--- src/hw/rtc_defines.svh ---
// Address map, field positions, reset values and rate constants of the clock block.
`ifndef RTC_DEFINES_SVH
`define RTC_DEFINES_SVH
`define ADR_HUND 5'h00
`define ADR_HOURS 5'h01
`define ADR_MIN 5'h02
`define ADR_SEC 5'h03
`define ADR_MONTH 5'h04
`define ADR_DATE 5'h05
`define ADR_YEAR 5'h06
`define ADR_DOW 5'h07
`define ADR_ALARM_BASE 5'h08
`define ADR_IRQ 5'h10
`define ADR_CMD 5'h11
`define CMD_FSEL_LSB 0
`define CMD_24H 2
`define CMD_RUN 3
`define CMD_IRQ_EN 4
`define CMD_TEST 5
`define EV_ALARM 0
`define EV_HUND 1
`define EV_TENTH 2
`define EV_SEC 3
`define EV_MIN 4
`define EV_HOUR 5
`define EV_DAY 6
`define STAT_PEND 7
`define HOURS_PM 7
`define ALARM_IGN_HOURS 6
`define ALARM_IGN 7
`define MASK_RESET 8'h00
`define CMD_RESET 8'h00
`define F_XTAL_0 23'd32768
`define F_XTAL_1 23'd1048576
`define F_XTAL_2 23'd2097152
`define F_XTAL_3 23'd4194304
`define RATE_PRE_HZ 23'd4000
`define RATE_TICK_HZ 23'd100
`define TICK_DIV 6'd40
`define SNAP_BITS 36
`endif

--- src/hw/rtc_pkg.sv ---
// Shared types of the clock block.
package rtc_pkg;
   // One host access as seen after pin synchronisation and address latching.
   typedef struct packed {
      logic rd_act;
      logic rd_start;
      logic rd_end;
      logic wr_act;
      logic [4:0] addr;
      logic [7:0] wdata;
   } bus_req_t;
   typedef logic [7:0][7:0] word_bank_t;
endpackage

--- src/hw/rtc_tick_gen.sv ---
// Crystal prescaler: crystal edges to a 4000Hz step, then to the 100Hz tick.
`timescale 1ns/1ns
`include "rtc_defines.svh"
module rtc_tick_gen (
   input wire logic clk,
   input wire logic rstn,
   input wire logic xtal_pin,
   input wire logic [1:0] fsel,
   output logic tick
);
   import rtc_pkg::*;
   logic [2:0] xs_ff;
   logic [22:0] acc_ff;
   logic [5:0] div_ff;
   logic tick_ff;
   wire xtal_rise = xs_ff[1] & ~xs_ff[2];
   wire [22:0] f_sel = (fsel == 2'd0) ? `F_XTAL_0 : (fsel == 2'd1) ? `F_XTAL_1 :
                       (fsel == 2'd2) ? `F_XTAL_2 : `F_XTAL_3;
   wire [22:0] acc_sum = acc_ff + `RATE_PRE_HZ;
   // A fractional accumulator keeps the long-run average exact for every crystal, at the price of jitter.
   wire pre_step = xtal_rise & (acc_sum >= f_sel);
   wire [22:0] nxt_acc = xtal_rise ? (pre_step ? acc_sum - f_sel : acc_sum) : acc_ff;
   wire div_wrap = pre_step & (div_ff == `TICK_DIV - 6'd1);
   wire [5:0] nxt_div = div_wrap ? 6'h00 : (pre_step ? div_ff + 6'd1 : div_ff);

   // Only bit 1 and the edge stage behind it feed logic; bit 0 is the bare synchroniser input.
   always_ff @(posedge clk or negedge rstn) begin
      if (!rstn) begin
         xs_ff <= 3'h0;
         acc_ff <= 23'h000000;
         div_ff <= 6'h00;
         tick_ff <= 1'b0;
      end else begin
         xs_ff <= {xs_ff[1:0], xtal_pin};
         acc_ff <= nxt_acc;
         div_ff <= nxt_div;
         tick_ff <= div_wrap;
      end
   end
   assign tick = tick_ff;
endmodule

--- src/hw/rtc_bus_port.sv ---
// Host bus front end: strobe synchronisers and the multiplexed address latch.
`timescale 1ns/1ns
`include "rtc_defines.svh"
module rtc_bus_port (
   input wire logic clk,
   input wire logic rstn,
   input wire logic rd_n_pin,
   input wire logic wr_n_pin,
   input wire logic cs_n_pin,
   input wire logic ale_pin,
   input wire logic [4:0] addr_pin,
   input wire logic [7:0] data_pin,
   output rtc_pkg::bus_req_t req
);
   import rtc_pkg::*;
   logic [16:0] s1_ff;
   logic [16:0] s2_ff;
   logic [4:0] adr_lat_ff;
   logic cs_lat_ff;
   logic rd_q_ff;
   wire rd_s = ~s2_ff[0];
   wire wr_s = ~s2_ff[1];
   wire cs_s = ~s2_ff[2];
   wire ale_s = s2_ff[3];
   wire [4:0] adr_s = s2_ff[8:4];
   // While the latch strobe is high address and select pass through; its fall freezes both.
   wire cs_eff = ale_s ? cs_s : cs_lat_ff;
   wire [4:0] adr_eff = ale_s ? adr_s : adr_lat_ff;
   // A strobe counts only together with chip select.
   wire rd_now = rd_s & cs_eff;

   always_ff @(posedge clk or negedge rstn) begin
      if (!rstn) begin
         s1_ff <= 17'h0000f;
         s2_ff <= 17'h0000f;
         adr_lat_ff <= 5'h00;
         cs_lat_ff <= 1'b0;
         rd_q_ff <= 1'b0;
      end else begin
         s1_ff <= {data_pin, addr_pin, ale_pin, cs_n_pin, wr_n_pin, rd_n_pin};
         s2_ff <= s1_ff;
         if (ale_s) begin
            adr_lat_ff <= adr_s;
            cs_lat_ff <= cs_s;
         end
         rd_q_ff <= rd_now;
      end
   end

   assign req.rd_act = rd_now;
   assign req.rd_start = rd_now & ~rd_q_ff;
   assign req.rd_end = ~rd_now & rd_q_ff;
   assign req.wr_act = wr_s & cs_eff;
   assign req.addr = adr_eff;
   assign req.wdata = s2_ff[16:9];
endmodule

--- src/hw/rtc_core.sv ---
// Real-time clock core: counters, alarm words, snapshot latch, interrupt logic and register access.
`timescale 1ns/1ns
`include "rtc_defines.svh"
// What this block does
// - Addresses 12h to 1Fh are unused; writes ignored, reads return zero.
// - In 12-hour format the hours top bit flags afternoon.
// - Alarm word joins the match only while its ignore bit is zero.
// - Write-only mask at 10h enables day, hour, minute, second, tenth, hundredth, alarm.
// - Reading 10h returns cause flags; bit 7 says an interrupt is pending.
// - Interrupt output may assert whenever command interrupt enable is set, even in standby.
// - During power-down only counting and interrupts continue; bus accesses are ignored.
// - Command bit 3 lets the 100Hz tick advance the counters or holds them.
// - Reading the hundredths counter copies all counters into the snapshot latch.
// - A tick arriving during a read is deferred until the read ends.
// - Other counters read from the snapshot until hundredths is read again.
// - Data lines driven only while read strobe and chip select are both low.
// - Data loads into the addressed register while write strobe and chip select are low.
// - Multiplexed bus: address and chip select captured at the latch strobe's fall.
// - Command bit 5 feeds the 100Hz tick straight into the seconds counter.
// - Reading the status register releases the interrupt output.
// - An all-zero mask produces no periodic or alarm interrupts.
// - Interrupt assertion shows as a falling edge at the selected period.
// - Command 11h holds crystal select in bits 1:0 and 24-hour mode in bit 2.
// - The prescaled 4000Hz step is divided to the 100Hz counter tick.
// - Masked roll-overs set status bits; status clears at the read strobe's trailing edge.
// - Counters sit at 00h-07h, alarm words at 08h-0Fh; unused counter bits read zero, alarm words keep all eight bits.
module rtc_core (
   input wire logic CLK_SYS,
   input wire logic RSTN,
   input wire logic XTAL_IN,
   input wire logic PWR_DOWN,
   input wire logic RD_N,
   input wire logic WR_N,
   input wire logic CS_N,
   input wire logic ALE,
   input wire logic [4:0] ADDR,
   input wire logic [7:0] DATA_IN,
   output logic [7:0] DATA_OUT,
   output logic DATA_OE,
   output logic IRQ_OUT,
   output logic IRQ_OE
);
   import rtc_pkg::*;

   ////////////////////////////////////////////////////////////////////////////////
   // Declarations and submodules.
   bus_req_t req;
   logic tick;
   logic [1:0] pd_ff;
   word_bank_t cnt_ff;
   word_bank_t nxt_cnt;
   word_bank_t alarm_ff;
   word_bank_t snap_ff;
   logic [7:0] mask_ff;
   logic [7:0] cmd_ff;
   logic [6:0] stat_ff;
   logic [7:0] rdata_ff;
   logic pend_ff;
   logic adv_q_ff;

   // The tick generator always follows the crystal select, also in power-down.
   rtc_tick_gen u_tick (
      .clk(CLK_SYS),
      .rstn(RSTN),
      .xtal_pin(XTAL_IN),
      .fsel(cmd_ff[`CMD_FSEL_LSB +: 2]),
      .tick(tick)
   );

   rtc_bus_port u_bus (
      .clk(CLK_SYS),
      .rstn(RSTN),
      .rd_n_pin(RD_N),
      .wr_n_pin(WR_N),
      .cs_n_pin(CS_N),
      .ale_pin(ALE),
      .addr_pin(ADDR),
      .data_pin(DATA_IN),
      .req(req)
   );

   ////////////////////////////////////////////////////////////////////////////////
   // Access qualification and decode.
   wire pd = pd_ff[1];
   // Power-down shuts the bus out entirely; counting and interrupts carry on.
   wire rd_ok = req.rd_act & ~pd;
   wire wr_ok = req.wr_act & ~pd;
   wire [4:0] a = req.addr;
   wire a_cnt = (a[4:3] == 2'b00);
   wire a_alarm = (a[4:3] == 2'b01);
   wire wr_mask = wr_ok & (a == `ADR_IRQ);
   wire wr_cmd = wr_ok & (a == `ADR_CMD);
   wire run = cmd_ff[`CMD_RUN];
   wire h24 = cmd_ff[`CMD_24H];
   wire test = cmd_ff[`CMD_TEST];

   ////////////////////////////////////////////////////////////////////////////////
   // Tick deferral and counter chain.
   // A tick is held while a read is under way so the snapshot never tears.
   wire tick_go = pend_ff & run & ~rd_ok;
   // Test mode bypasses the hundredths stage.
   wire adv_hund = tick_go & ~test;
   wire [7:0] hund = cnt_ff[`ADR_HUND];
   wire [7:0] hr = cnt_ff[`ADR_HOURS];
   wire [7:0] mon = cnt_ff[`ADR_MONTH];
   wire [7:0] yr = cnt_ff[`ADR_YEAR];
   wire hund_wrap = adv_hund & (hund == 8'd99);
   // The counter is binary, so the tenth step needs the remainder, not the low nibble.
   wire [7:0] hund_rem = hund % 8'd10;
   wire tenth_ev = adv_hund & (hund_rem == 8'd9);
   wire adv_sec = test ? tick_go : hund_wrap;
   wire sec_wrap = adv_sec & (cnt_ff[`ADR_SEC] == 8'd59);
   wire min_wrap = sec_wrap & (cnt_ff[`ADR_MIN] == 8'd59);
   wire [4:0] hr_v = hr[4:0];
   // In 12-hour format 11 to 12 flips the afternoon flag and 12 wraps to 1.
   wire hr_top = h24 ? (hr_v == 5'd23) : (hr_v == 5'd12);
   wire pm_flip = min_wrap & ~h24 & (hr_v == 5'd11);
   wire day_wrap = h24 ? (min_wrap & hr_top) : (pm_flip & hr[`HOURS_PM]);
   wire leap = (yr[1:0] == 2'b00);
   wire [7:0] dim = (mon == 8'd2) ? (leap ? 8'd29 : 8'd28) :
                    ((mon == 8'd4) | (mon == 8'd6) | (mon == 8'd9) | (mon == 8'd11)) ? 8'd30 : 8'd31;
   wire date_wrap = day_wrap & (cnt_ff[`ADR_DATE] >= dim);
   wire mon_wrap = date_wrap & (mon == 8'd12);
   // Each periodic flag follows the carry into its counter: 100Hz, 10Hz, second, minute, hour and day.
   wire [6:1] ev_per = {day_wrap, min_wrap, sec_wrap, adv_sec, tenth_ev, adv_hund};
   // Valid data bits of each counter word; the rest read zero and ignore writes.
   wire [7:0] wmask [8];
   assign wmask[0] = 8'h7f;
   assign wmask[1] = h24 ? 8'h1f : 8'h9f;
   assign wmask[2] = 8'h3f;
   assign wmask[3] = 8'h3f;
   assign wmask[4] = 8'h0f;
   assign wmask[5] = 8'h1f;
   assign wmask[6] = 8'h7f;
   assign wmask[7] = 8'h07;

   // Host writes win over counting in the same cycle.
   always_comb begin
      nxt_cnt = cnt_ff;
      if (adv_hund) nxt_cnt[`ADR_HUND] = hund_wrap ? 8'h00 : hund + 8'd1;
      if (adv_sec) nxt_cnt[`ADR_SEC] = sec_wrap ? 8'h00 : cnt_ff[`ADR_SEC] + 8'd1;
      if (sec_wrap) nxt_cnt[`ADR_MIN] = min_wrap ? 8'h00 : cnt_ff[`ADR_MIN] + 8'd1;
      if (min_wrap) begin
         if (h24) begin
            nxt_cnt[`ADR_HOURS] = hr_top ? 8'h00 : {3'b000, hr_v + 5'd1};
         end else begin
            nxt_cnt[`ADR_HOURS] = {hr[`HOURS_PM] ^ pm_flip, 2'b00, hr_top ? 5'd1 : hr_v + 5'd1};
         end
      end
      if (day_wrap) begin
         nxt_cnt[`ADR_DOW] = (cnt_ff[`ADR_DOW] >= 8'd6) ? 8'h00 : cnt_ff[`ADR_DOW] + 8'd1;
         nxt_cnt[`ADR_DATE] = date_wrap ? 8'd1 : cnt_ff[`ADR_DATE] + 8'd1;
      end
      if (date_wrap) nxt_cnt[`ADR_MONTH] = mon_wrap ? 8'd1 : mon + 8'd1;
      if (mon_wrap) nxt_cnt[`ADR_YEAR] = (yr >= 8'd99) ? 8'h00 : yr + 8'd1;
      if (wr_ok & a_cnt) nxt_cnt[a[2:0]] = req.wdata & wmask[a[2:0]];
   end

   ////////////////////////////////////////////////////////////////////////////////
   // Alarm compare and interrupt flags.
   logic [7:0] word_hit;
   genvar gi;
   generate
      for (gi = 0; gi < 8; gi++) begin : g_cmp
         localparam int IGN = (gi == 1) ? `ALARM_IGN_HOURS : `ALARM_IGN;
         wire [7:0] cmp_bits = wmask[gi] & ~(8'h01 << IGN);
         // An ignore bit of one drops the word from the match.
         assign word_hit[gi] = alarm_ff[gi][IGN] | ((alarm_ff[gi] & cmp_bits) == (cnt_ff[gi] & cmp_bits));
      end
   endgenerate
   // Checked the cycle after the counters moved, i.e. against the new time.
   wire alarm_ev = adv_q_ff & (&word_hit);
   wire [6:0] ev_all = {ev_per[6:1], alarm_ev};
   // Only enabled sources may set a flag, so a zero mask raises nothing.
   wire [6:0] stat_set = ev_all & mask_ff[6:0];
   wire stat_clr = req.rd_end & ~pd & (a == `ADR_IRQ);
   // A flag set in the clearing cycle survives.
   wire [6:0] nxt_stat = (stat_ff & {7{~stat_clr}}) | stat_set;
   wire irq_any = |stat_ff;
   wire [4:0] rd_sel = a;

   ////////////////////////////////////////////////////////////////////////////////
   // Read data selection.
   // Hundredths reads live; other counters come from the snapshot.
   wire [7:0] rd_mux = (rd_sel == `ADR_HUND) ? hund :
                       a_cnt ? snap_ff[rd_sel[2:0]] :
                       a_alarm ? alarm_ff[rd_sel[2:0]] :
                       (rd_sel == `ADR_IRQ) ? {irq_any, stat_ff} : 8'h00;

   ////////////////////////////////////////////////////////////////////////////////
   // State registers.
   always_ff @(posedge CLK_SYS or negedge RSTN) begin
      if (!RSTN) begin
         pd_ff <= 2'b00;
         cnt_ff <= {8'h00, 8'h00, 8'h01, 8'h01, 8'h00, 8'h00, 8'h00, 8'h00};
         alarm_ff <= '0;
         snap_ff <= '0;
         mask_ff <= `MASK_RESET;
         cmd_ff <= `CMD_RESET;
         stat_ff <= 7'h00;
         rdata_ff <= 8'h00;
         pend_ff <= 1'b0;
         adv_q_ff <= 1'b0;
      end else begin
         pd_ff <= {pd_ff[0], PWR_DOWN};
         cnt_ff <= nxt_cnt;
         if (wr_ok & a_alarm) alarm_ff[a[2:0]] <= req.wdata;
         // The read strobe's leading edge at hundredths freezes every counter.
         if (req.rd_start & ~pd & (a == `ADR_HUND)) snap_ff <= cnt_ff;
         if (wr_mask) mask_ff <= {1'b0, req.wdata[6:0]};
         if (wr_cmd) cmd_ff <= {2'b00, req.wdata[5:0]};
         stat_ff <= nxt_stat;
         rdata_ff <= rd_mux;
         // Tick pending is set first; a stopped clock drops it.
         pend_ff <= tick | (pend_ff & ~tick_go & run);
         adv_q_ff <= tick_go;
      end
   end

   ////////////////////////////////////////////////////////////////////////////////
   // Pins.
   assign DATA_OUT = rdata_ff;
   assign DATA_OE = rd_ok;
   // Open drain: only pulls low, and works whatever the power state.
   assign IRQ_OUT = 1'b0;
   assign IRQ_OE = cmd_ff[`CMD_IRQ_EN] & irq_any;

   ////////////////////////////////////////////////////////////////////////////////
   // Checks.
   property p_unused_wr;
      @(posedge CLK_SYS) disable iff (!RSTN)
      (wr_ok & (a >= 5'h12)) |=> ($stable(mask_ff) && $stable(cmd_ff) && $stable(alarm_ff));
   endproperty
   a_unused_wr: assert property (p_unused_wr) else $error("unused address write changed state");

   property p_mask_zero;
      @(posedge CLK_SYS) disable iff (!RSTN)
      (mask_ff == 8'h00 && !irq_any) |=> !irq_any;
   endproperty
   a_mask_zero: assert property (p_mask_zero) else $error("flag raised with zero mask");

   property p_pd_bus;
      @(posedge CLK_SYS) disable iff (!RSTN)
      pd |-> !DATA_OE ##1 $stable(mask_ff);
   endproperty
   a_pd_bus: assert property (p_pd_bus) else $error("bus active in power-down");

   property p_stop_hold;
      @(posedge CLK_SYS) disable iff (!RSTN)
      (!run && !wr_ok) |=> (cnt_ff == $past(cnt_ff));
   endproperty
   a_stop_hold: assert property (p_stop_hold) else $error("counters moved while stopped");

   property p_snap_hold;
      @(posedge CLK_SYS) disable iff (!RSTN)
      !(req.rd_start & (a == `ADR_HUND)) |=> $stable(snap_ff);
   endproperty
   a_snap_hold: assert property (p_snap_hold) else $error("snapshot changed without hundredths read");

   property p_defer;
      @(posedge CLK_SYS) disable iff (!RSTN)
      (rd_ok && pend_ff && run) |=> pend_ff;
   endproperty
   a_defer: assert property (p_defer) else $error("tick lost during read");

   property p_irq_pin;
      @(posedge CLK_SYS) disable iff (!RSTN)
      (cmd_ff[`CMD_IRQ_EN] && stat_ff != 7'h00) |-> IRQ_OE;
   endproperty
   a_irq_pin: assert property (p_irq_pin) else $error("interrupt not asserted");

   property p_stat_clear;
      @(posedge CLK_SYS) disable iff (!RSTN)
      (stat_clr && stat_set == 7'h00) |=> (stat_ff == 7'h00);
   endproperty
   a_stat_clear: assert property (p_stat_clear) else $error("status not cleared by read");

   property p_oe_strobe;
      @(posedge CLK_SYS) disable iff (!RSTN)
      DATA_OE |-> (!$past(RD_N, 2) || !$past(RD_N, 3));
   endproperty
   a_oe_strobe: assert property (p_oe_strobe) else $error("data driven without read strobe");

   property p_tenth_flag;
      @(posedge CLK_SYS) disable iff (!RSTN)
      (adv_hund && hund == 8'd19 && mask_ff[`EV_TENTH]) |=> stat_ff[`EV_TENTH];
   endproperty
   a_tenth_flag: assert property (p_tenth_flag) else $error("tenth flag missed");

   property p_sec_flag;
      @(posedge CLK_SYS) disable iff (!RSTN)
      (!test && hund_wrap && mask_ff[`EV_SEC]) |=> stat_ff[`EV_SEC];
   endproperty
   a_sec_flag: assert property (p_sec_flag) else $error("second flag missed");

   property p_test_hold;
      @(posedge CLK_SYS) disable iff (!RSTN)
      (test && !wr_ok) |=> $stable(cnt_ff[`ADR_HUND]);
   endproperty
   a_test_hold: assert property (p_test_hold) else $error("hundredths moved in test mode");
endmodule

--- config.mk ---
export PLATFORM = sky130hd
export DESIGN_NAME = rtc_core
export DESIGN_NICKNAME = d
export VERILOG_FILES = /design/src/hw/rtc_pkg.sv /design/src/hw/rtc_tick_gen.sv /design/src/hw/rtc_bus_port.sv /design/src/hw/rtc_core.sv
export VERILOG_INCLUDE_DIRS = /design/src /design/src/hw
export SDC_FILE = /design/constraint.sdc
export NUM_CORES = 1
export LEC_CHECK = 0
export ABC_AREA = 1
export ABC_CLOCK_PERIOD_IN_PS = 3710
export CORE_UTILIZATION = 60
export DETAILED_ROUTE_END_ITERATION = 8
export DONT_BUFFER_PORTS = 1
export HOLD_SLACK_MARGIN = 0.15
export MAX_ROUTING_LAYER = met4
export PLACE_DENSITY = 0.76
export SLEW_MARGIN = 0
export SYNTH_ARGS = -nofsm -noshare
export SYNTH_HDL_FRONTEND = slang
export SYNTH_SLANG_ARGS = --single-unit
--- constraint.sdc ---
create_clock -name CLK_SYS -period 3.71 [get_ports CLK_SYS]
set_input_delay 0.5565 -clock CLK_SYS [delete_from_list [all_inputs] [get_ports CLK_SYS]]
set_output_delay 0.5565 -clock CLK_SYS [all_outputs]
set_load 0.05 [all_outputs]
---- After elaboration in Yosys (flattened, before gate mapping) ----
Index checks and enable logic that the tools add are counted.
W data, S select, Z words.
operators by class
  div/mod/pow operators ................... 1
  $add $sub $neg .......................... 11
  shift-type cells ........................ 0
  magnitude comparators ................... 7
  mux-type cells .......................... 49
  multiply operators ...................... 0
  reduce and logical (&&, ||, !) cells .... 8
  equality and inequality tests ........... 27
  bitwise operators ....................... 66
operators by type and width
  operator                  number
  $mux W8                   26
  $bwmux W64                2
  $mux W23                  4
  $bmux W8 S3               3
  $mux W64                  1
  $add A8 B1 Y8 const B     7
  $and A1 B1 Y1             34
  $eq A8 B4 Y1 const B      4
  $and A8 B8 Y8             3
  $demux W8 S3              1
  $add A23 B12 Y23 const B  1
  $ge A23 B23 Y1            1
  $sub A23 B23 Y23          1
  $eq A8 B3 Y1 const B      2
  $eq A8 B6 Y1 const B      2
  $eq A5 B5 Y1 const B      3
  $mux W5                   3
  $and A7 B7 Y7             2
  $eq A7 B7 Y1              2
  $eq A6 B6 Y1              2
  $mux W6                   2
  $not A1 Y1                12
  $or A1 B1 Y1              12
  $eq A5 B4 Y1 const B      2
  other kinds (29)          37
word-level totals
  output and inout port bits .............. 11
  bits in latches ......................... 0
  bits in writable memories ............... 0
  register bits after elaboration ......... 298
  bits of input ports ..................... 21
  bits in read-only memories .............. 0
  memories kept ........................... 0

---- Longest topological paths before layout ----
  word-level depth ........................ 21
  gate-level depth with buffers ........... 20
  gate-level depth less buffers ........... 20

---- By module ----
A second synthesis with hierarchy kept.
second synthesis, totals
  cell total of the unflattened synthesis .. 1730
  area, all modules ....................... 14681.6 µm²
modules (own cells, without submodules)
  module        cells an instance  area an instance (µm²)  times used
  rtc_core      1361               11393.4                 1
  rtc_tick_gen  291                2063.2                  1
  rtc_bus_port  78                 1224.9                  1

---- Least setup slack after synthesis ----
No wires, ideal clock.
  path type ............................... reg2reg
  start ................................... register cnt_ff (netlist bit mon[4])
  end ..................................... register cnt_ff (netlist bit yr[6])
  stages on the path, launching flop included .. 17
  path slack .............................. 1.007 ns
  buffers on the path ..................... 0
  data arrival time ....................... 2.579 ns
  data required time ...................... 3.586 ns
  library setup time ...................... 0.124 ns
  cell sequence ........................... dfrtp_1 -> nor4_1 -> inv_1 -> o41ai_1 -> inv_1 -> ha_1 -> inv_1 -> a21boi_0 -> nor2_1 -> o2111ai_1 -> nand3_4 -> clkinv_4 -> nand2_1 -> nand2_1 -> nand2_1 -> nand2_1 -> o21ai_1
RTL lines
  what                    RTL line         text
  start, declared         rtc_core.sv:50   word_bank_t cnt_ff;
  start signal, assigned  rtc_core.sv:195  cnt_ff <= {8'h00, 8'h00, 8'h01, 8'h01, 8'h00, 8'h00, 8'h00, 8'h00};
  start signal, assigned  rtc_core.sv:206  cnt_ff <= nxt_cnt;

==> metrics.md <==
| Metric | Value |
|---|---|
| Outcome | `finished, violations left` |
| Failing checks | `negative hold slack` |
| Final GP Congestion | `approximately 1.0` |
| Vias in the first global route | `11700` |
| Worst setup margin | `0.539 ns` |
| Post-Synth Simple-Gate Area | `0.216` |
| Period minus WS final | `3.17 ns` |
| Reg-to-reg startpoint | `mon[4]` |
| Mapped Cells | `around 1700` |
| Antenna violations before repair | `0` |
| Worst Hold Class | `in -> async` |
| Detailed Place HPWL | `~30000 um` |
| Post-synth top area cell | `dfrtp_1` |
| Core Rows | `56` |
| Adder-Cell Fraction of Synth Area | `0.0265` |
| WP data required | `4.14 ns` |
| Drt first pass iters | `6` |
| Crit-path max FO | `7` |
| Grt ovf | `0` |
| Min Hold Slack | `-0.305 ns` |
| Placed Area | `15000 sq um` |
| Worst-skew pair later-pin latency | `~0.58 ns` |
| FILL cells | `1965` |
| Fin nets | `1802` |
| CP Cell Sequence | `nor4_1, inv_1, o41ai_1, inv_1, ha_1, inv_1, a21boi_0, nor2_1, o2111ai_1, nand3_4, nor2_1, nor2_1, nand3_1, o21ai_1` |
| Ports | `32` |
| Hold Vio Cnt, Final | `291` |
| Post-Syn Nets | `1775` |
| Die W | `approximately 160 um` |
| RSZ-0062 raised after global routing | `no` |
| Slowest Stage Delay on Critical Path | `0.47 ns` |
| Post-synthesis mux area share | `0.00615` |
| Routed met2 length | `18000 um` |
| Synth Area in XOR/XNOR | `0.0400` |
| Worst R2R End | `yr[3]` |
| Clock Skews | `0.0211 ns` |
| R2R setup slack | `0.54 ns` |
| Metal-1 WL | `between 15000 and 20000 um` |
| Largest family of logic cells by synthesized area | `simple AND/OR/NAND/NOR gates` |
| DR iter-0 viols | `1825` |
| Synth Flop Type | `dfrtp_1` |
| Drc violations | `0` |
| Pre-CTS WS | `0.588 ns` |
| Post-CTS Setup Inserts | `0` |
| Netlist cell types | `58` |
| Final WL | `around 42000 um` |
| CTS buffer count | `31` |
| Syn Area/Cell | `between 8 and 9 sq um` |
| Vias per cell | `5.97` |
| Final period utilization | `0.855` |
| Number of synthesized flops with an enable pin | `0` |
| Initial core utilization | `0.619` |
| Highest Signal Layer | `met4` |
| CTS tree | `yes` |
| Layout cells sized above 1 | `0.0845` |
| F_max | `315 MHz` |
| Avg WL per Cell | `19.9 um` |
| Die span in y | `roughly 160 um` |
| Die area | `about 25000 sq um` |
| Synth top area share | `0.483` |
| Worst Max-Slew Pin Slew | `between 0.8 and 0.9 ns` |
| Buf/Inv on CP | `3` |
| H-tree Lvls | `1` |
| Clock transition at the registers of the reported paths | `0.06 ns` |
| Critical path's top delay family | `simple AND/OR/NAND/NOR gates` |
| Fraction of registers with async set/reset | `1.00` |
| Pin count of the biggest net entering global routing | `294` |
| Synth top cells by count | `nand2_1 (422), dfrtp_1 (283), o21ai_0 (198)` |
| Register area share after synthesis | `0.501` |
| Clock root buffer | `clkbuf_16` |
| Max cap viols | `0` |
| Core Region | `23700 sq um` |
| Hold buffers post-CTS | `19` |
| DR WL met3 | `4050 um` |
| Critical Path AT | `3.60 ns` |
| Synth top area cells | `dfrtp_1 (48%), nand2_1 (11%), o21ai_0 (6.8%)` |
| Routed vias | `12500` |
| Critical path class | `reg -> reg` |
| Worst R2R Path Depth | `14` |
| Final non-filler cell total | `2094` |
| Leak | `roughly 7.7 nW` |
| Setup crit end kind | `flip-flop` |
| Ant diodes | `0` |
| Final setup violation count | `0` |
| Slew Viols, Final | `0` |
| Warnings from Yosys | `0` |
| Clk sinks | `between 200 and 300` |
| Setup TNS | `0 ns` |
| Worst vdd ir | `0.000562 V` |
| Clk buf depth | `3` |
| Inst Count DP | `2017` |
| Nature of the critical path startpoint | `flip-flop` |
| Synthesis-stage register bit count | `about 290` |
| Final Instance Area | `16300 sq um` |
| Post-Synthesis Cell Area | `14600 sq um` |
| Cell area power density | `541 nW/um^2` |
| Area Growth Syn to Fin | `11.0%` |
| Normalized max-slew margin | `0.401` |
| GRT Overall Usage | `0.356` |
| Post-CTS resize count | `0` |
| Post-synthesis compound-gate area fraction | `0.143` |
| First-pass GRT wire length | `65300 um` |
| Cell with the most instances after synthesis | `nand2_1` |
| Antenna viol nets, final | `0` |
| Slowest CP cell | `nor4_1` |
| Count of input and output buffers | `0` |
sequential cells by signal, indices dropped and copies added, names as in the netlist, 7 cells and up:
name           count
alarm_ff          64
snap_ff           64
cnt_ff            32
u_tick.acc_ff     18
u_bus.s1_ff       17
u_bus.s2_ff       17
DATA_OUT           8
hr                 8
hund               8
mon                8
yr                 8
mask_ff            7
stat_ff            7
per-stage QoR:
| step | util | total power, mW |
|---|---|---|
| 5_1_grt | 0.686 | 9.21 |
| 2_1_floorplan | - | 5.17 |
| 6_report | 0.686 | 8.80 |
| 4_1_cts | 0.686 | 8.78 |
| 3_3_place_gp | 0.635 | 5.60 |
| 3_5_place_dp | 0.635 | 5.65 |
placed cells by master (no fill, tap or decap), drive strengths merged, types with 19 or more instances in the layout:
cell type | netlist | final
nand2 | 436 | 436
dfrtp | 283 | 283
o21ai | 250 | 250
inv | 202 | 203
nand3 | 98 | 98
nor2 | 89 | 89
xor2 | 50 | 50
clkbuf | 32 | 44
nand4 | 32 | 32
a21oi | 31 | 31
ha | 31 | 31
nor3 | 28 | 28
buf | 14 | 21
a22oi | 19 | 19
dlygate4sd3 | 0 | 19
cells by family (layout without fill, tap and decap cells):
logic type | count (synthesis) | in the layout
AOI/OAI and AO/OA | 370 | 370
xor gates and xnor gates | 66 | 66
adders and majority gates | 31 | 31
buffers and inverters | 250 | 302
DFF | 293 | 293
muxes | 8 | 8
other | 1 | 1
and+or+nand+nor | 704 | 704
area by class of cell:
cell class | instances | area [sq um] | share of cell area
Clock buffer | 44 | 875 | 0.0538
Clock inverter | 14 | 149 | 0.00916
Inverter | 204 | 778 | 0.0479
Multi-Input combinational cell | 1180 | 6340 | 0.390
Sequential cell | 293 | 7340 | 0.452
Tap cell | 319 | 399 | 0.0245
Timing Repair Buffer | 40 | 373 | 0.0229
where the power goes:
group	internal (mW)	switching (mW)
clock	1.84	1.30
sequential	3.54	0.389
combinational	0.634	1.10
total	6.01	2.79
worst max path at each step:
stage | to | slack, ns | from | depth (start not counted)
after floorplan | yr[6] | 1.01 | mon[4] | 16
after global placement | yr[3] | 0.73 | mon[4] | 14
after detailed placement | yr[3] | 0.59 | mon[4] | 14
after CTS | yr[3] | 0.58 | mon[4] | 14
after global routing | yr[6] | 0.26 | mon[4] | 16
final | yr[3] | 0.54 | mon[4] | 14
metal layers:
layer,vias to the layer above,global-route usage
met5,-,-
met4,0,0.139
met3,125,0.0679
met2,615,0.526
met1,5988,0.485
li1,5769,-
No activity file was read; power rests on OpenSTA's default activity.
